$ cat config.mk
export PLATFORM = sky130hd
export DESIGN_NAME = drhs_halt_sel
export DESIGN_NICKNAME = d
export VERILOG_FILES = /design/src/drhs_halt_sel.v
export VERILOG_INCLUDE_DIRS = /design/src
export SDC_FILE = /design/constraint.sdc
export NUM_CORES = 1
export LEC_CHECK = 0
export BUFFER_PORTS_ARGS = -buffer_cell sky130_fd_sc_hd__clkbuf_2
export CAP_MARGIN = 20
export CORE_ASPECT_RATIO = 0.8
export CORE_MARGIN = 1.5
export CORE_UTILIZATION = 52
export CTS_CLUSTER_DIAMETER = 50
export DETAILED_ROUTE_END_ITERATION = 10
export PLACE_DENSITY_LB_ADDON = 0.12
export SLEW_MARGIN = 5
export SYNTH_ARGS = -nofsm -noshare
export SYNTH_HDL_FRONTEND = slang
export SYNTH_SLANG_ARGS = --single-unit
$ cat constraint.sdc
create_clock -name clock -period 6.9 [get_ports clock]
set_input_delay 0.69 -clock clock [delete_from_list [all_inputs] [get_ports clock]]
set_output_delay 0.69 -clock clock [all_outputs]
set_load 0.005 [all_outputs]
$ cat src/drhs_consts.vh
// constants for the drive halt reaction selector
// assumes inclusion by drhs_halt_sel.v and by its bench
`ifndef DRHS_CONSTS_VH
`define DRHS_CONSTS_VH
// register indices; byte address is index times four
`define DRHS_IX_FE_CODE 16'h3700
`define DRHS_IX_QS_CODE 16'h605a
`define DRHS_IX_SD_CODE 16'h605b
`define DRHS_IX_DO_CODE 16'h605c
`define DRHS_IX_HALT_CODE 16'h605d
`define DRHS_IX_FLT_CODE 16'h605e
`define DRHS_IX_CTRLWORD 16'h6040
`define DRHS_IX_MODE_REQ 16'h6060
`define DRHS_IX_MODE_SHOW 16'h6061
`define DRHS_IX_FE_WIN 16'h6065
`define DRHS_IX_QS_DECEL 16'h6085
`define DRHS_IX_FE_TMO 16'h60f8
`define DRHS_IX_ERR_HIST 16'h1003
`define DRHS_IX_HIST_SEL 16'h2003
`define DRHS_IX_IRQ_STAT 16'h2010
`define DRHS_IX_IRQ_CLR 16'h2011
`define DRHS_IX_IRQ_EN 16'h2012
`define DRHS_IX_STATUS 16'h2020
// reset values of option codes
`define DRHS_RST_FE 16'h0002
`define DRHS_RST_QS 16'h0002
`define DRHS_RST_SD 16'h0001
`define DRHS_RST_DO 16'h0001
`define DRHS_RST_HALT 16'h0001
`define DRHS_RST_FLT 16'h0002
`define DRHS_RST_DECEL 32'h00001000
// option code values
`define DRHS_OPT_NONE 16'hffff
`define DRHS_OPT_COAST 16'h0000
`define DRHS_OPT_SLOW 16'h0001
`define DRHS_OPT_QUICK 16'h0002
`define DRHS_OPT_SLOW_HOLD 16'h0005
`define DRHS_OPT_QUICK_HOLD 16'h0006
// monitoring disable values
`define DRHS_FE_WIN_OFF 32'hffffffff
`define DRHS_FE_TMO_OFF 32'h7fffffff
// operating modes that honour halt
`define DRHS_MODE_PP 8'h01
`define DRHS_MODE_VL 8'h02
`define DRHS_MODE_PV 8'h03
`define DRHS_MODE_PT 8'h04
`define DRHS_MODE_IP 8'h07
`define DRHS_CW_HALT 8
// reaction kinds
`define DRHS_ACT_NONE 2'h0
`define DRHS_ACT_COAST 2'h1
`define DRHS_ACT_SLOW 2'h2
`define DRHS_ACT_QUICK 2'h3
// target power states
`define DRHS_TGT_NONE 3'h0
`define DRHS_TGT_SOD 3'h1
`define DRHS_TGT_RTSO 3'h2
`define DRHS_TGT_SWON 3'h3
`define DRHS_TGT_QSA 3'h4
`define DRHS_TGT_FAULT 3'h5
`define DRHS_TGT_OPEN 3'h6
// interrupt bits
`define DRHS_IRQ_FAULT 0
`define DRHS_IRQ_FE 1
`define DRHS_IRQ_LIMIT 2
`define DRHS_IRQ_DONE 3
`define DRHS_IRQ_W 4
`define DRHS_RESP_OK 2'h0
`define DRHS_RESP_ERR 2'h2
`endif

$ cat src/drhs_halt_sel.v
// drive halt reaction selector: picks coast, slow ramp or quick ramp
// assumes a power state machine outside that pulses transition requests
// and a ramp generator that reports standstill, all on clock
//
// Decided for this implementation: the AXI4-Lite interface to the registers.
`include "drhs_consts.vh"
`default_nettype none
module drhs_halt_sel #(
    parameter HIST_DEPTH = 8,
    parameter HIST_AW = 3
) (
    // clock and reset
    input wire clock,
    input wire rst_b,
    input wire clk_en,
    // axi4-lite slave
    input wire [17:0] s_axi_awaddr,
    input wire s_axi_awvalid,
    output wire s_axi_awready,
    input wire [31:0] s_axi_wdata,
    input wire [3:0] s_axi_wstrb,
    input wire s_axi_wvalid,
    output wire s_axi_wready,
    output reg [1:0] s_axi_bresp,
    output reg s_axi_bvalid,
    input wire s_axi_bready,
    input wire [17:0] s_axi_araddr,
    input wire s_axi_arvalid,
    output wire s_axi_arready,
    output reg [31:0] s_axi_rdata,
    output reg [1:0] s_axi_rresp,
    output reg s_axi_rvalid,
    input wire s_axi_rready,
    // transition requests from the power state machine
    input wire req_quick_stop,
    input wire req_shutdown,
    input wire req_disable_op,
    input wire req_resume,
    // drive events
    input wire limit_switch_pin,
    input wire fault_event,
    input wire [15:0] fault_error_code,
    input wire follow_error,
    input wire at_standstill,
    input wire [31:0] mode_decel,
    // reaction outputs
    output reg driver_off_r,
    output reg ramp_active_r,
    output reg [31:0] ramp_decel_r,
    output reg reaction_done_r,
    output reg [2:0] target_state_r,
    output reg [7:0] mode_applied_r,
    output wire follow_mon_en,
    output wire irq
);

localparam ST_IDLE = 2'h0;
localparam ST_COAST = 2'h1;
localparam ST_RAMP = 2'h2;
localparam ST_HOLD = 2'h3;

// option code to reaction kind; reserved codes brake on the quick ramp
function [1:0] kind_of;
    input [15:0] code;
    if (code == `DRHS_OPT_COAST)
        kind_of = `DRHS_ACT_COAST;
    else if (code == `DRHS_OPT_SLOW || code == `DRHS_OPT_SLOW_HOLD)
        kind_of = `DRHS_ACT_SLOW;
    else
        kind_of = `DRHS_ACT_QUICK;
endfunction

// registers
reg [15:0] fe_code_r, qs_code_r, sd_code_r, do_code_r;
reg [15:0] halt_code_r, flt_code_r, ctrlword_r;
reg [7:0] mode_req_r;
reg [31:0] fe_win_r, fe_tmo_r, qs_decel_r;
reg [HIST_AW-1:0] hist_sel_r, hist_wp_r;
reg [15:0] hist_mem [0:HIST_DEPTH-1];
reg [`DRHS_IRQ_W-1:0] irq_stat_r, irq_en_r;
reg [1:0] state_r;
reg hold_exit_r;
reg lim_s1_r, lim_s2_r, lim_d_r;

// write channel
reg aw_have_r, w_have_r;
reg [15:0] aw_ix_r;
reg [31:0] wdata_r;
reg [3:0] wstrb_r;
wire wr_go = aw_have_r && w_have_r && !s_axi_bvalid;
assign s_axi_awready = !aw_have_r;
assign s_axi_wready = !w_have_r;
assign s_axi_arready = !s_axi_rvalid;

function known_ix;
    input [15:0] ix;
    known_ix = ix == `DRHS_IX_FE_CODE || ix == `DRHS_IX_QS_CODE ||
        ix == `DRHS_IX_SD_CODE || ix == `DRHS_IX_DO_CODE ||
        ix == `DRHS_IX_HALT_CODE || ix == `DRHS_IX_FLT_CODE ||
        ix == `DRHS_IX_CTRLWORD || ix == `DRHS_IX_MODE_REQ ||
        ix == `DRHS_IX_MODE_SHOW || ix == `DRHS_IX_FE_WIN ||
        ix == `DRHS_IX_QS_DECEL || ix == `DRHS_IX_FE_TMO ||
        ix == `DRHS_IX_ERR_HIST || ix == `DRHS_IX_HIST_SEL ||
        ix == `DRHS_IX_IRQ_STAT || ix == `DRHS_IX_IRQ_CLR ||
        ix == `DRHS_IX_IRQ_EN || ix == `DRHS_IX_STATUS;
endfunction

// unstrobed bytes land as zero
wire [31:0] wv = wdata_r & {{8{wstrb_r[3]}}, {8{wstrb_r[2]}}, {8{wstrb_r[1]}}, {8{wstrb_r[0]}}};

// events
wire mon_off = fe_win_r == `DRHS_FE_WIN_OFF || fe_tmo_r == `DRHS_FE_TMO_OFF;
assign follow_mon_en = !mon_off;
wire fe_evt = follow_error && !mon_off && fe_code_r != `DRHS_OPT_NONE;
wire lim_evt = lim_s2_r && !lim_d_r;
wire qs_evt = req_quick_stop || lim_evt;
wire halt_mode = mode_applied_r == `DRHS_MODE_PP || mode_applied_r == `DRHS_MODE_VL ||
    mode_applied_r == `DRHS_MODE_PV || mode_applied_r == `DRHS_MODE_PT ||
    mode_applied_r == `DRHS_MODE_IP;
wire halt_req = ctrlword_r[`DRHS_CW_HALT] && halt_mode;
wire halt_ok = halt_code_r == `DRHS_OPT_SLOW || halt_code_r == `DRHS_OPT_QUICK;
wire qs_hold = qs_code_r == `DRHS_OPT_SLOW_HOLD || qs_code_r == `DRHS_OPT_QUICK_HOLD;

// pick the highest priority event: fault, following error, quick stop,
// disable operation, shutdown, halt
reg start;
reg [1:0] kind_nxt;
reg [2:0] tgt_nxt;
always @* begin
    start = 1'b1;
    kind_nxt = `DRHS_ACT_NONE;
    tgt_nxt = `DRHS_TGT_NONE;
    if (fault_event) begin
        kind_nxt = kind_of(flt_code_r);
        tgt_nxt = `DRHS_TGT_FAULT;
    end else if (fe_evt) begin
        kind_nxt = kind_of(fe_code_r);
        tgt_nxt = `DRHS_TGT_FAULT;
    end else if (qs_evt) begin
        kind_nxt = kind_of(qs_code_r);
        tgt_nxt = qs_hold ? `DRHS_TGT_QSA : `DRHS_TGT_SOD;
    end else if (req_disable_op) begin
        kind_nxt = kind_of(do_code_r);
        tgt_nxt = `DRHS_TGT_SWON;
    end else if (req_shutdown) begin
        kind_nxt = kind_of(sd_code_r);
        tgt_nxt = `DRHS_TGT_RTSO;
    end else if (halt_req && halt_ok && state_r == ST_IDLE) begin
        kind_nxt = kind_of(halt_code_r);
        tgt_nxt = `DRHS_TGT_OPEN;
    end else begin
        start = 1'b0;
    end
end

// reaction machine
always @(posedge clock or negedge rst_b) begin
    if (!rst_b) begin
        state_r <= ST_IDLE;
        driver_off_r <= 1'b0;
        ramp_active_r <= 1'b0;
        ramp_decel_r <= 32'h0;
        reaction_done_r <= 1'b0;
        target_state_r <= `DRHS_TGT_NONE;
        hold_exit_r <= 1'b0;
    end else if (clk_en) begin
        reaction_done_r <= 1'b0;
        if (start && !(tgt_nxt == `DRHS_TGT_OPEN && state_r != ST_IDLE)) begin
            target_state_r <= tgt_nxt;
            hold_exit_r <= 1'b0;
            if (kind_nxt == `DRHS_ACT_COAST) begin
                state_r <= ST_COAST;
                driver_off_r <= 1'b1;
                ramp_active_r <= 1'b0;
            end else begin
                state_r <= ST_RAMP;
                driver_off_r <= 1'b0;
                ramp_active_r <= 1'b1;
                ramp_decel_r <= kind_nxt == `DRHS_ACT_QUICK ?
                    qs_decel_r : mode_decel;
            end
        end else begin
            case (state_r)
                ST_COAST: begin
                    // driver stays off until the next request re-enables
                    reaction_done_r <= 1'b1;
                    state_r <= ST_IDLE;
                end
                ST_RAMP: begin
                    if (at_standstill) begin
                        ramp_active_r <= 1'b0;
                        reaction_done_r <= 1'b1;
                        if (target_state_r == `DRHS_TGT_QSA ||
                            target_state_r == `DRHS_TGT_OPEN)
                            state_r <= ST_HOLD;
                        else
                            state_r <= ST_IDLE;
                    end
                end
                ST_HOLD: begin
                    // energized standstill; halt leaves when bit 8 drops
                    if ((target_state_r == `DRHS_TGT_QSA && req_resume) ||
                        (target_state_r == `DRHS_TGT_OPEN && !halt_req)) begin
                        state_r <= ST_IDLE;
                        hold_exit_r <= 1'b1;
                        target_state_r <= `DRHS_TGT_NONE;
                    end
                end
                default: begin
                    if (req_resume)
                        driver_off_r <= 1'b0;
                end
            endcase
        end
    end
end

// applied mode follows the request, but not in the middle of a ramp
always @(posedge clock or negedge rst_b) begin
    if (!rst_b)
        mode_applied_r <= 8'h0;
    else if (clk_en && state_r != ST_RAMP)
        mode_applied_r <= mode_req_r;
end

// limit switch pin synchroniser
always @(posedge clock or negedge rst_b) begin
    if (!rst_b)
        {lim_d_r, lim_s2_r, lim_s1_r} <= 3'h0;
    else if (clk_en)
        {lim_d_r, lim_s2_r, lim_s1_r} <= {lim_s2_r, lim_s1_r, limit_switch_pin};
end

// error history ring, newest at the write pointer minus one
always @(posedge clock) begin
    if (clk_en && fault_event)
        hist_mem[hist_wp_r] <= fault_error_code;
end

// interrupt status, set wins over clear
wire [`DRHS_IRQ_W-1:0] irq_set = {reaction_done_r, lim_evt, fe_evt, fault_event};
wire wr_clr = wr_go && aw_ix_r == `DRHS_IX_IRQ_CLR;
always @(posedge clock or negedge rst_b) begin
    if (!rst_b)
        irq_stat_r <= {`DRHS_IRQ_W{1'b0}};
    else if (clk_en)
        irq_stat_r <= (irq_stat_r & ~(wr_clr ? wv[`DRHS_IRQ_W-1:0] :
            {`DRHS_IRQ_W{1'b0}})) | irq_set;
end
assign irq = |(irq_stat_r & irq_en_r);

// register writes
always @(posedge clock or negedge rst_b) begin
    if (!rst_b) begin
        aw_have_r <= 1'b0;
        w_have_r <= 1'b0;
        aw_ix_r <= 16'h0;
        wdata_r <= 32'h0;
        wstrb_r <= 4'h0;
        s_axi_bvalid <= 1'b0;
        s_axi_bresp <= `DRHS_RESP_OK;
        fe_code_r <= `DRHS_RST_FE;
        qs_code_r <= `DRHS_RST_QS;
        sd_code_r <= `DRHS_RST_SD;
        do_code_r <= `DRHS_RST_DO;
        halt_code_r <= `DRHS_RST_HALT;
        flt_code_r <= `DRHS_RST_FLT;
        ctrlword_r <= 16'h0;
        mode_req_r <= 8'h0;
        fe_win_r <= 32'h0;
        fe_tmo_r <= 32'h0;
        qs_decel_r <= `DRHS_RST_DECEL;
        hist_sel_r <= {HIST_AW{1'b0}};
        hist_wp_r <= {HIST_AW{1'b0}};
        irq_en_r <= {`DRHS_IRQ_W{1'b0}};
    end else if (clk_en) begin
        if (fault_event)
            hist_wp_r <= hist_wp_r + 1'b1;
        if (s_axi_awvalid && !aw_have_r) begin
            aw_have_r <= 1'b1;
            aw_ix_r <= s_axi_awaddr[17:2];
        end
        if (s_axi_wvalid && !w_have_r) begin
            w_have_r <= 1'b1;
            wdata_r <= s_axi_wdata;
            wstrb_r <= s_axi_wstrb;
        end
        if (s_axi_bvalid && s_axi_bready)
            s_axi_bvalid <= 1'b0;
        if (wr_go) begin
            aw_have_r <= 1'b0;
            w_have_r <= 1'b0;
            s_axi_bvalid <= 1'b1;
            s_axi_bresp <= known_ix(aw_ix_r) ? `DRHS_RESP_OK : `DRHS_RESP_ERR;
            if (aw_ix_r == `DRHS_IX_FE_CODE)
                fe_code_r <= wv[15:0];
            else if (aw_ix_r == `DRHS_IX_QS_CODE)
                qs_code_r <= wv[15:0];
            else if (aw_ix_r == `DRHS_IX_SD_CODE)
                sd_code_r <= wv[15:0];
            else if (aw_ix_r == `DRHS_IX_DO_CODE)
                do_code_r <= wv[15:0];
            else if (aw_ix_r == `DRHS_IX_HALT_CODE)
                halt_code_r <= wv[15:0];
            else if (aw_ix_r == `DRHS_IX_FLT_CODE)
                flt_code_r <= wv[15:0];
            else if (aw_ix_r == `DRHS_IX_CTRLWORD)
                ctrlword_r <= wv[15:0];
            else if (aw_ix_r == `DRHS_IX_MODE_REQ)
                mode_req_r <= wv[7:0];
            else if (aw_ix_r == `DRHS_IX_FE_WIN)
                fe_win_r <= wv;
            else if (aw_ix_r == `DRHS_IX_QS_DECEL)
                qs_decel_r <= wv;
            else if (aw_ix_r == `DRHS_IX_FE_TMO)
                fe_tmo_r <= wv;
            else if (aw_ix_r == `DRHS_IX_HIST_SEL)
                hist_sel_r <= wv[HIST_AW-1:0];
            else if (aw_ix_r == `DRHS_IX_IRQ_EN)
                irq_en_r <= wv[`DRHS_IRQ_W-1:0];
        end
    end
end

// register reads
wire [15:0] ar_ix = s_axi_araddr[17:2];
wire [HIST_AW-1:0] hist_ix = hist_wp_r - 1'b1 - hist_sel_r;
reg [31:0] rd_val;
always @* begin
    rd_val = 32'h0;
    if (ar_ix == `DRHS_IX_FE_CODE)
        rd_val = {16'h0, fe_code_r};
    else if (ar_ix == `DRHS_IX_QS_CODE)
        rd_val = {16'h0, qs_code_r};
    else if (ar_ix == `DRHS_IX_SD_CODE)
        rd_val = {16'h0, sd_code_r};
    else if (ar_ix == `DRHS_IX_DO_CODE)
        rd_val = {16'h0, do_code_r};
    else if (ar_ix == `DRHS_IX_HALT_CODE)
        rd_val = {16'h0, halt_code_r};
    else if (ar_ix == `DRHS_IX_FLT_CODE)
        rd_val = {16'h0, flt_code_r};
    else if (ar_ix == `DRHS_IX_CTRLWORD)
        rd_val = {16'h0, ctrlword_r};
    else if (ar_ix == `DRHS_IX_MODE_REQ)
        rd_val = {24'h0, mode_req_r};
    else if (ar_ix == `DRHS_IX_MODE_SHOW)
        rd_val = {24'h0, mode_applied_r};
    else if (ar_ix == `DRHS_IX_FE_WIN)
        rd_val = fe_win_r;
    else if (ar_ix == `DRHS_IX_QS_DECEL)
        rd_val = qs_decel_r;
    else if (ar_ix == `DRHS_IX_FE_TMO)
        rd_val = fe_tmo_r;
    else if (ar_ix == `DRHS_IX_ERR_HIST)
        rd_val = {16'h0, hist_mem[hist_ix]};
    else if (ar_ix == `DRHS_IX_HIST_SEL)
        rd_val = {{(32-HIST_AW){1'b0}}, hist_sel_r};
    else if (ar_ix == `DRHS_IX_IRQ_STAT)
        rd_val = {{(32-`DRHS_IRQ_W){1'b0}}, irq_stat_r};
    else if (ar_ix == `DRHS_IX_IRQ_EN)
        rd_val = {{(32-`DRHS_IRQ_W){1'b0}}, irq_en_r};
    else if (ar_ix == `DRHS_IX_STATUS)
        rd_val = {24'h0, follow_mon_en, hold_exit_r, target_state_r, state_r};
end

always @(posedge clock or negedge rst_b) begin
    if (!rst_b) begin
        s_axi_rvalid <= 1'b0;
        s_axi_rdata <= 32'h0;
        s_axi_rresp <= `DRHS_RESP_OK;
    end else if (clk_en) begin
        if (s_axi_arvalid && !s_axi_rvalid) begin
            s_axi_rvalid <= 1'b1;
            s_axi_rdata <= rd_val;
            // the clear register is write-only and reads as error
            s_axi_rresp <= known_ix(ar_ix) && ar_ix != `DRHS_IX_IRQ_CLR ?
                `DRHS_RESP_OK : `DRHS_RESP_ERR;
        end else if (s_axi_rvalid && s_axi_rready) begin
            s_axi_rvalid <= 1'b0;
        end
    end
end

endmodule
`default_nettype wire

==> summary.md <==
| Metric | Value |
|---|---|
| Outcome | `completed` |
| Max-cap violations | `0` |
| Switch share | `30.7%` |
| Most used routing layer | `met1` |
| Via density | `6.22` |
| Max-slew violation total from the final report | `0` |
| Crit path arrival time | `4.97 ns` |
| Crit path kind | `reg -> reg` |
| CP Data Required Time | `7.33 ns` |
| Synth cell types | `72` |
| Async SR Flop Fraction | `74.4%` |
| Routed Wire Length | `65600 um` |
| First-pass GRT wire length | `99600 um` |
| Total die area | `43800 um^2` |
| Insertion delay to the later sink of the worst-skew pair | `0.59 ns` |
| Worst-path fanout max | `19` |
| Initial antenna violation count | `4` |
| Clock-pin slew on the worst setup and hold paths | `0.06 ns` |
| H-tree depth | `2` |
| Post-route DRC | `0` |
| CTS tree | `built` |
| I/O pin count | `225` |
| Worst-Margin Slew | `1.18 ns` |
| Placed cell area | `23700 um^2` |
| Post-synthesis cell area | `22100 um^2` |
| Startpoint class of the critical path | `flop` |
| Final instance area | `25600 um^2` |
| P&R area growth vs syn | `15.5%` |
| Flop pwr share | `43.5%` |
| Post-synth EDFFs | `128` |
| CTS resizes | `0` |
| Global Route Usage Sum | `30.1%` |
| PortBufs | `218` |
| DR vias | `17200` |
| Met3 Use GR | `5.35%` |
| Wirelength per Cell | `23.7 um` |
| Synth Register Bits | `500` |
| Sink Count | `500` |
| Hold Path Class | `in -> async` |
| Cell count after placement | `2662` |
| Setup TNS | `0 ns` |
| RSZ-0062 raised after global routing | `no` |
| Met2 GRT Util | `44.7%` |
| Final Core Density | `61.0%` |
| Clock network power share | `34.1%` |
| Post-route insts no fill | `2763` |
| Crit share post-route | `65.9%` |
| Power per cell area | `324 nW/um^2` |
| Final Hold Violating Endpoints | `0` |
| Setup Fix Bufs, Post-CTS | `0` |
| Max VDD drop | `0.260 mV` |
| Comb pwr share | `22.3%` |
| GRT overflow | `0` |
| Synthesized netlist cell count | `1982` |
| # setup viols final | `0` |
| Initial Utilization | `52.8%` |
| F_max | `0.220 GHz` |
| Critical path capture point type | `flop` |
| Met1 usage | `46.0%` |
| ANT nets after route | `0` |
| CTS buffer count | `51` |
| Initial DRC Count | `2048` |
| GP Congestion | `0.950` |
| Largest net degree at the start of global routing | `141` |
| Post-DP HPWL | `46200 um` |
| Core Area | `41900 um^2` |
| Die height | `188 um` |
| Hold Buf Count CTS | `0` |
| Syn Area/Cell | `11.2 um^2` |
| CTS Root Cell | `clkbuf_16` |
| Clock skew | `0.0175 ns` |
| Nets | `2314` |
| Clock Path Buffers | `3` |
| Primary FF master, synth | `dfrtp_1` |
| Pint | `5.74 mW` |
| Ys Warns | `0` |
| Pleak | `10.6 nW` |
| Seq/Total Area, Yosys | `59.5%` |
| DRT Pass-1 Iters | `7` |
| Vias in the first global route | `16300` |
| Net Sw Power | `2.54 mW` |
| Period minus WS final | `4.54 ns` |
| Proportion of layout cells with a drive suffix above 1 | `22.2%` |
| Num rows | `67` |
| Hold_ws | `0.0433 ns` |
| Rel. slew slack | `21.1%` |
| DIE WIDTH | `234 um` |
==> cell usage in the layout (no fill, tap or decap), types with 8 or more instances in the layout <==
master,n
a21oi_1,51
a21oi_2,10
a221oi_1,17
a222oi_1,19
a22oi_1,12
and3_1,13
buf_4,22
clkbuf_16,51
clkbuf_2,217
clkbuf_8,9
clkinv_2,8
dfrtp_1,365
edfxtp_1,128
inv_1,33
mux2_2,82
mux2i_1,46
mux4_2,30
nand2_1,330
nand2b_1,9
nand3_1,35
nand4_1,37
nor2_1,86
nor2b_1,13
nor3_1,35
nor4_1,29
o21ai_0,293
o221ai_1,15
o22ai_1,21
or3_1,16
==> flip-flops by register name, indices dropped and copies added, names as in the netlist, 32 cells and up <==
| name | count |
|---|---|
| fe_win_r | 32 |
| wdata_r | 32 |
| qs_decel_r | 32 |
| fe_tmo_r | 32 |
| hist_mem | 128 |
| s_axi_rdata | 32 |
| ramp_decel_r | 32 |
==> power groups by stage <==
stage | clock (mW) | sequential, mW | combinational [mW]
3_3_place_gp | 0 | 3.64 | 1.81
4_1_cts | 2.86 | 3.60 | 1.86
2_1_floorplan | 0 | 3.54 | 1.18
3_5_place_dp | 0 | 3.66 | 1.85
5_1_grt | 2.98 | 3.64 | 1.98
6_report | 2.83 | 3.61 | 1.85
==> worst paths after layout <==
| kind | start | end | slack [ns] | depth (start not counted) |
|---|---|---|---|---|
| worst max-delay path | hist_wp_r[0]$_DFFE_PN0P_ | s_axi_rdata[15]$_DFFE_PN0P_ | 2.36 | 10 |
| max in group asynchronous | rst_b | ramp_decel_r[21]$_DFFE_PN0P_ | 5.47 | 2 |
| worst min register to register | s_axi_rdata[28]$_DFFE_PN0P_ | s_axi_rdata[28]$_DFFE_PN0P_ | 0.47 | 2 |
| min in group clock | s_axi_wdata[23] | wdata_r[23]$_DFFE_PN0P_ | 0.34 | 2 |
| worst max register to register | hist_wp_r[0]$_DFFE_PN0P_ | s_axi_rdata[15]$_DFFE_PN0P_ | 2.36 | 10 |
| worst min-delay path | rst_b | ramp_decel_r[7]$_DFFE_PN0P_ | 0.04 | 1 |
==> kinds of logic (layout without fill, tap and decap cells) <==
family | count (synthesis) | count (layout) | synth area share, %
simple gates | 663 | 663 | 14.1
flops | 500 | 500 | 59.5
compound gates | 496 | 496 | 13.5
mux | 158 | 158 | 9.31
buf+inv | 148 | 373 | 2.77
fa+ha+maj | 8 | 8 | 0.486
xor+xnor | 8 | 8 | 0.379
other cells | 1 | 5 | 0.0169
==> stage by stage <==
| step | power, mW | worst slack, ns |
|---|---|---|
| after floorplan | 4.72 | 3.75 |
| after global placement | 5.45 | 2.55 |
| after detailed placement | 5.50 | 2.39 |
| after CTS | 8.32 | 2.36 |
| after global routing | 8.60 | 2.18 |
| final | 8.28 | 2.36 |
==> metal layers <==
metal  up-vias  part of all wire (%)
li1       7682                     -
met1      8569                    44
met2       815                    45
met3       107                   9.0
met4         0                   2.3
met5         -                     0
==> cell usage after synthesis, types with 13 or more instances <==
master    instances  area share (%)
a21oi_1          51             1.2
a221oi_1         17            0.67
a222oi_1         19            0.86
and3_1           13            0.37
buf_2            19            0.43
clkbuf_1         84             1.4
dfrtp_1         365              41
edfxtp_1        128              17
inv_1            33            0.56
mux2_2           82             4.2
mux2i_1          46             2.1
mux4_2           30             3.1
nand2_1         333             5.6
nand3_1          37            0.84
nand4_1          37             1.0
nor2_1           92             1.6
nor2b_1          13            0.37
nor3_1           38            0.86
nor4_1           31            0.88
o21ai_0         293             6.6
o221ai_1         15            0.59
o22ai_1          21            0.59
or3_1            16            0.45
==> layout make-up <==
cell class	count	area, um^2
fill	3401	16400
clock inverter	24	285
multi-input combinational	1335	8440
clock buffer	67	1430
tap	552	691
sequential	500	13200
timing repair buffer	249	1420
inverter	33	124
antenna	3	7.51
==> critical path, stage by stage, from the launching register on <==
cell	delay, ns
dfrtp_1	0.59
ha_2	0.27
inv_1	0.05
fa_1	1.07
buf_4	0.42
mux4_2	0.36
mux2_2	0.30
a221oi_1	0.35
o31ai_1	0.19
a222oi_1	0.60
o21ai_0	0.18
Note: power is estimated with default switching activity, not from simulation.
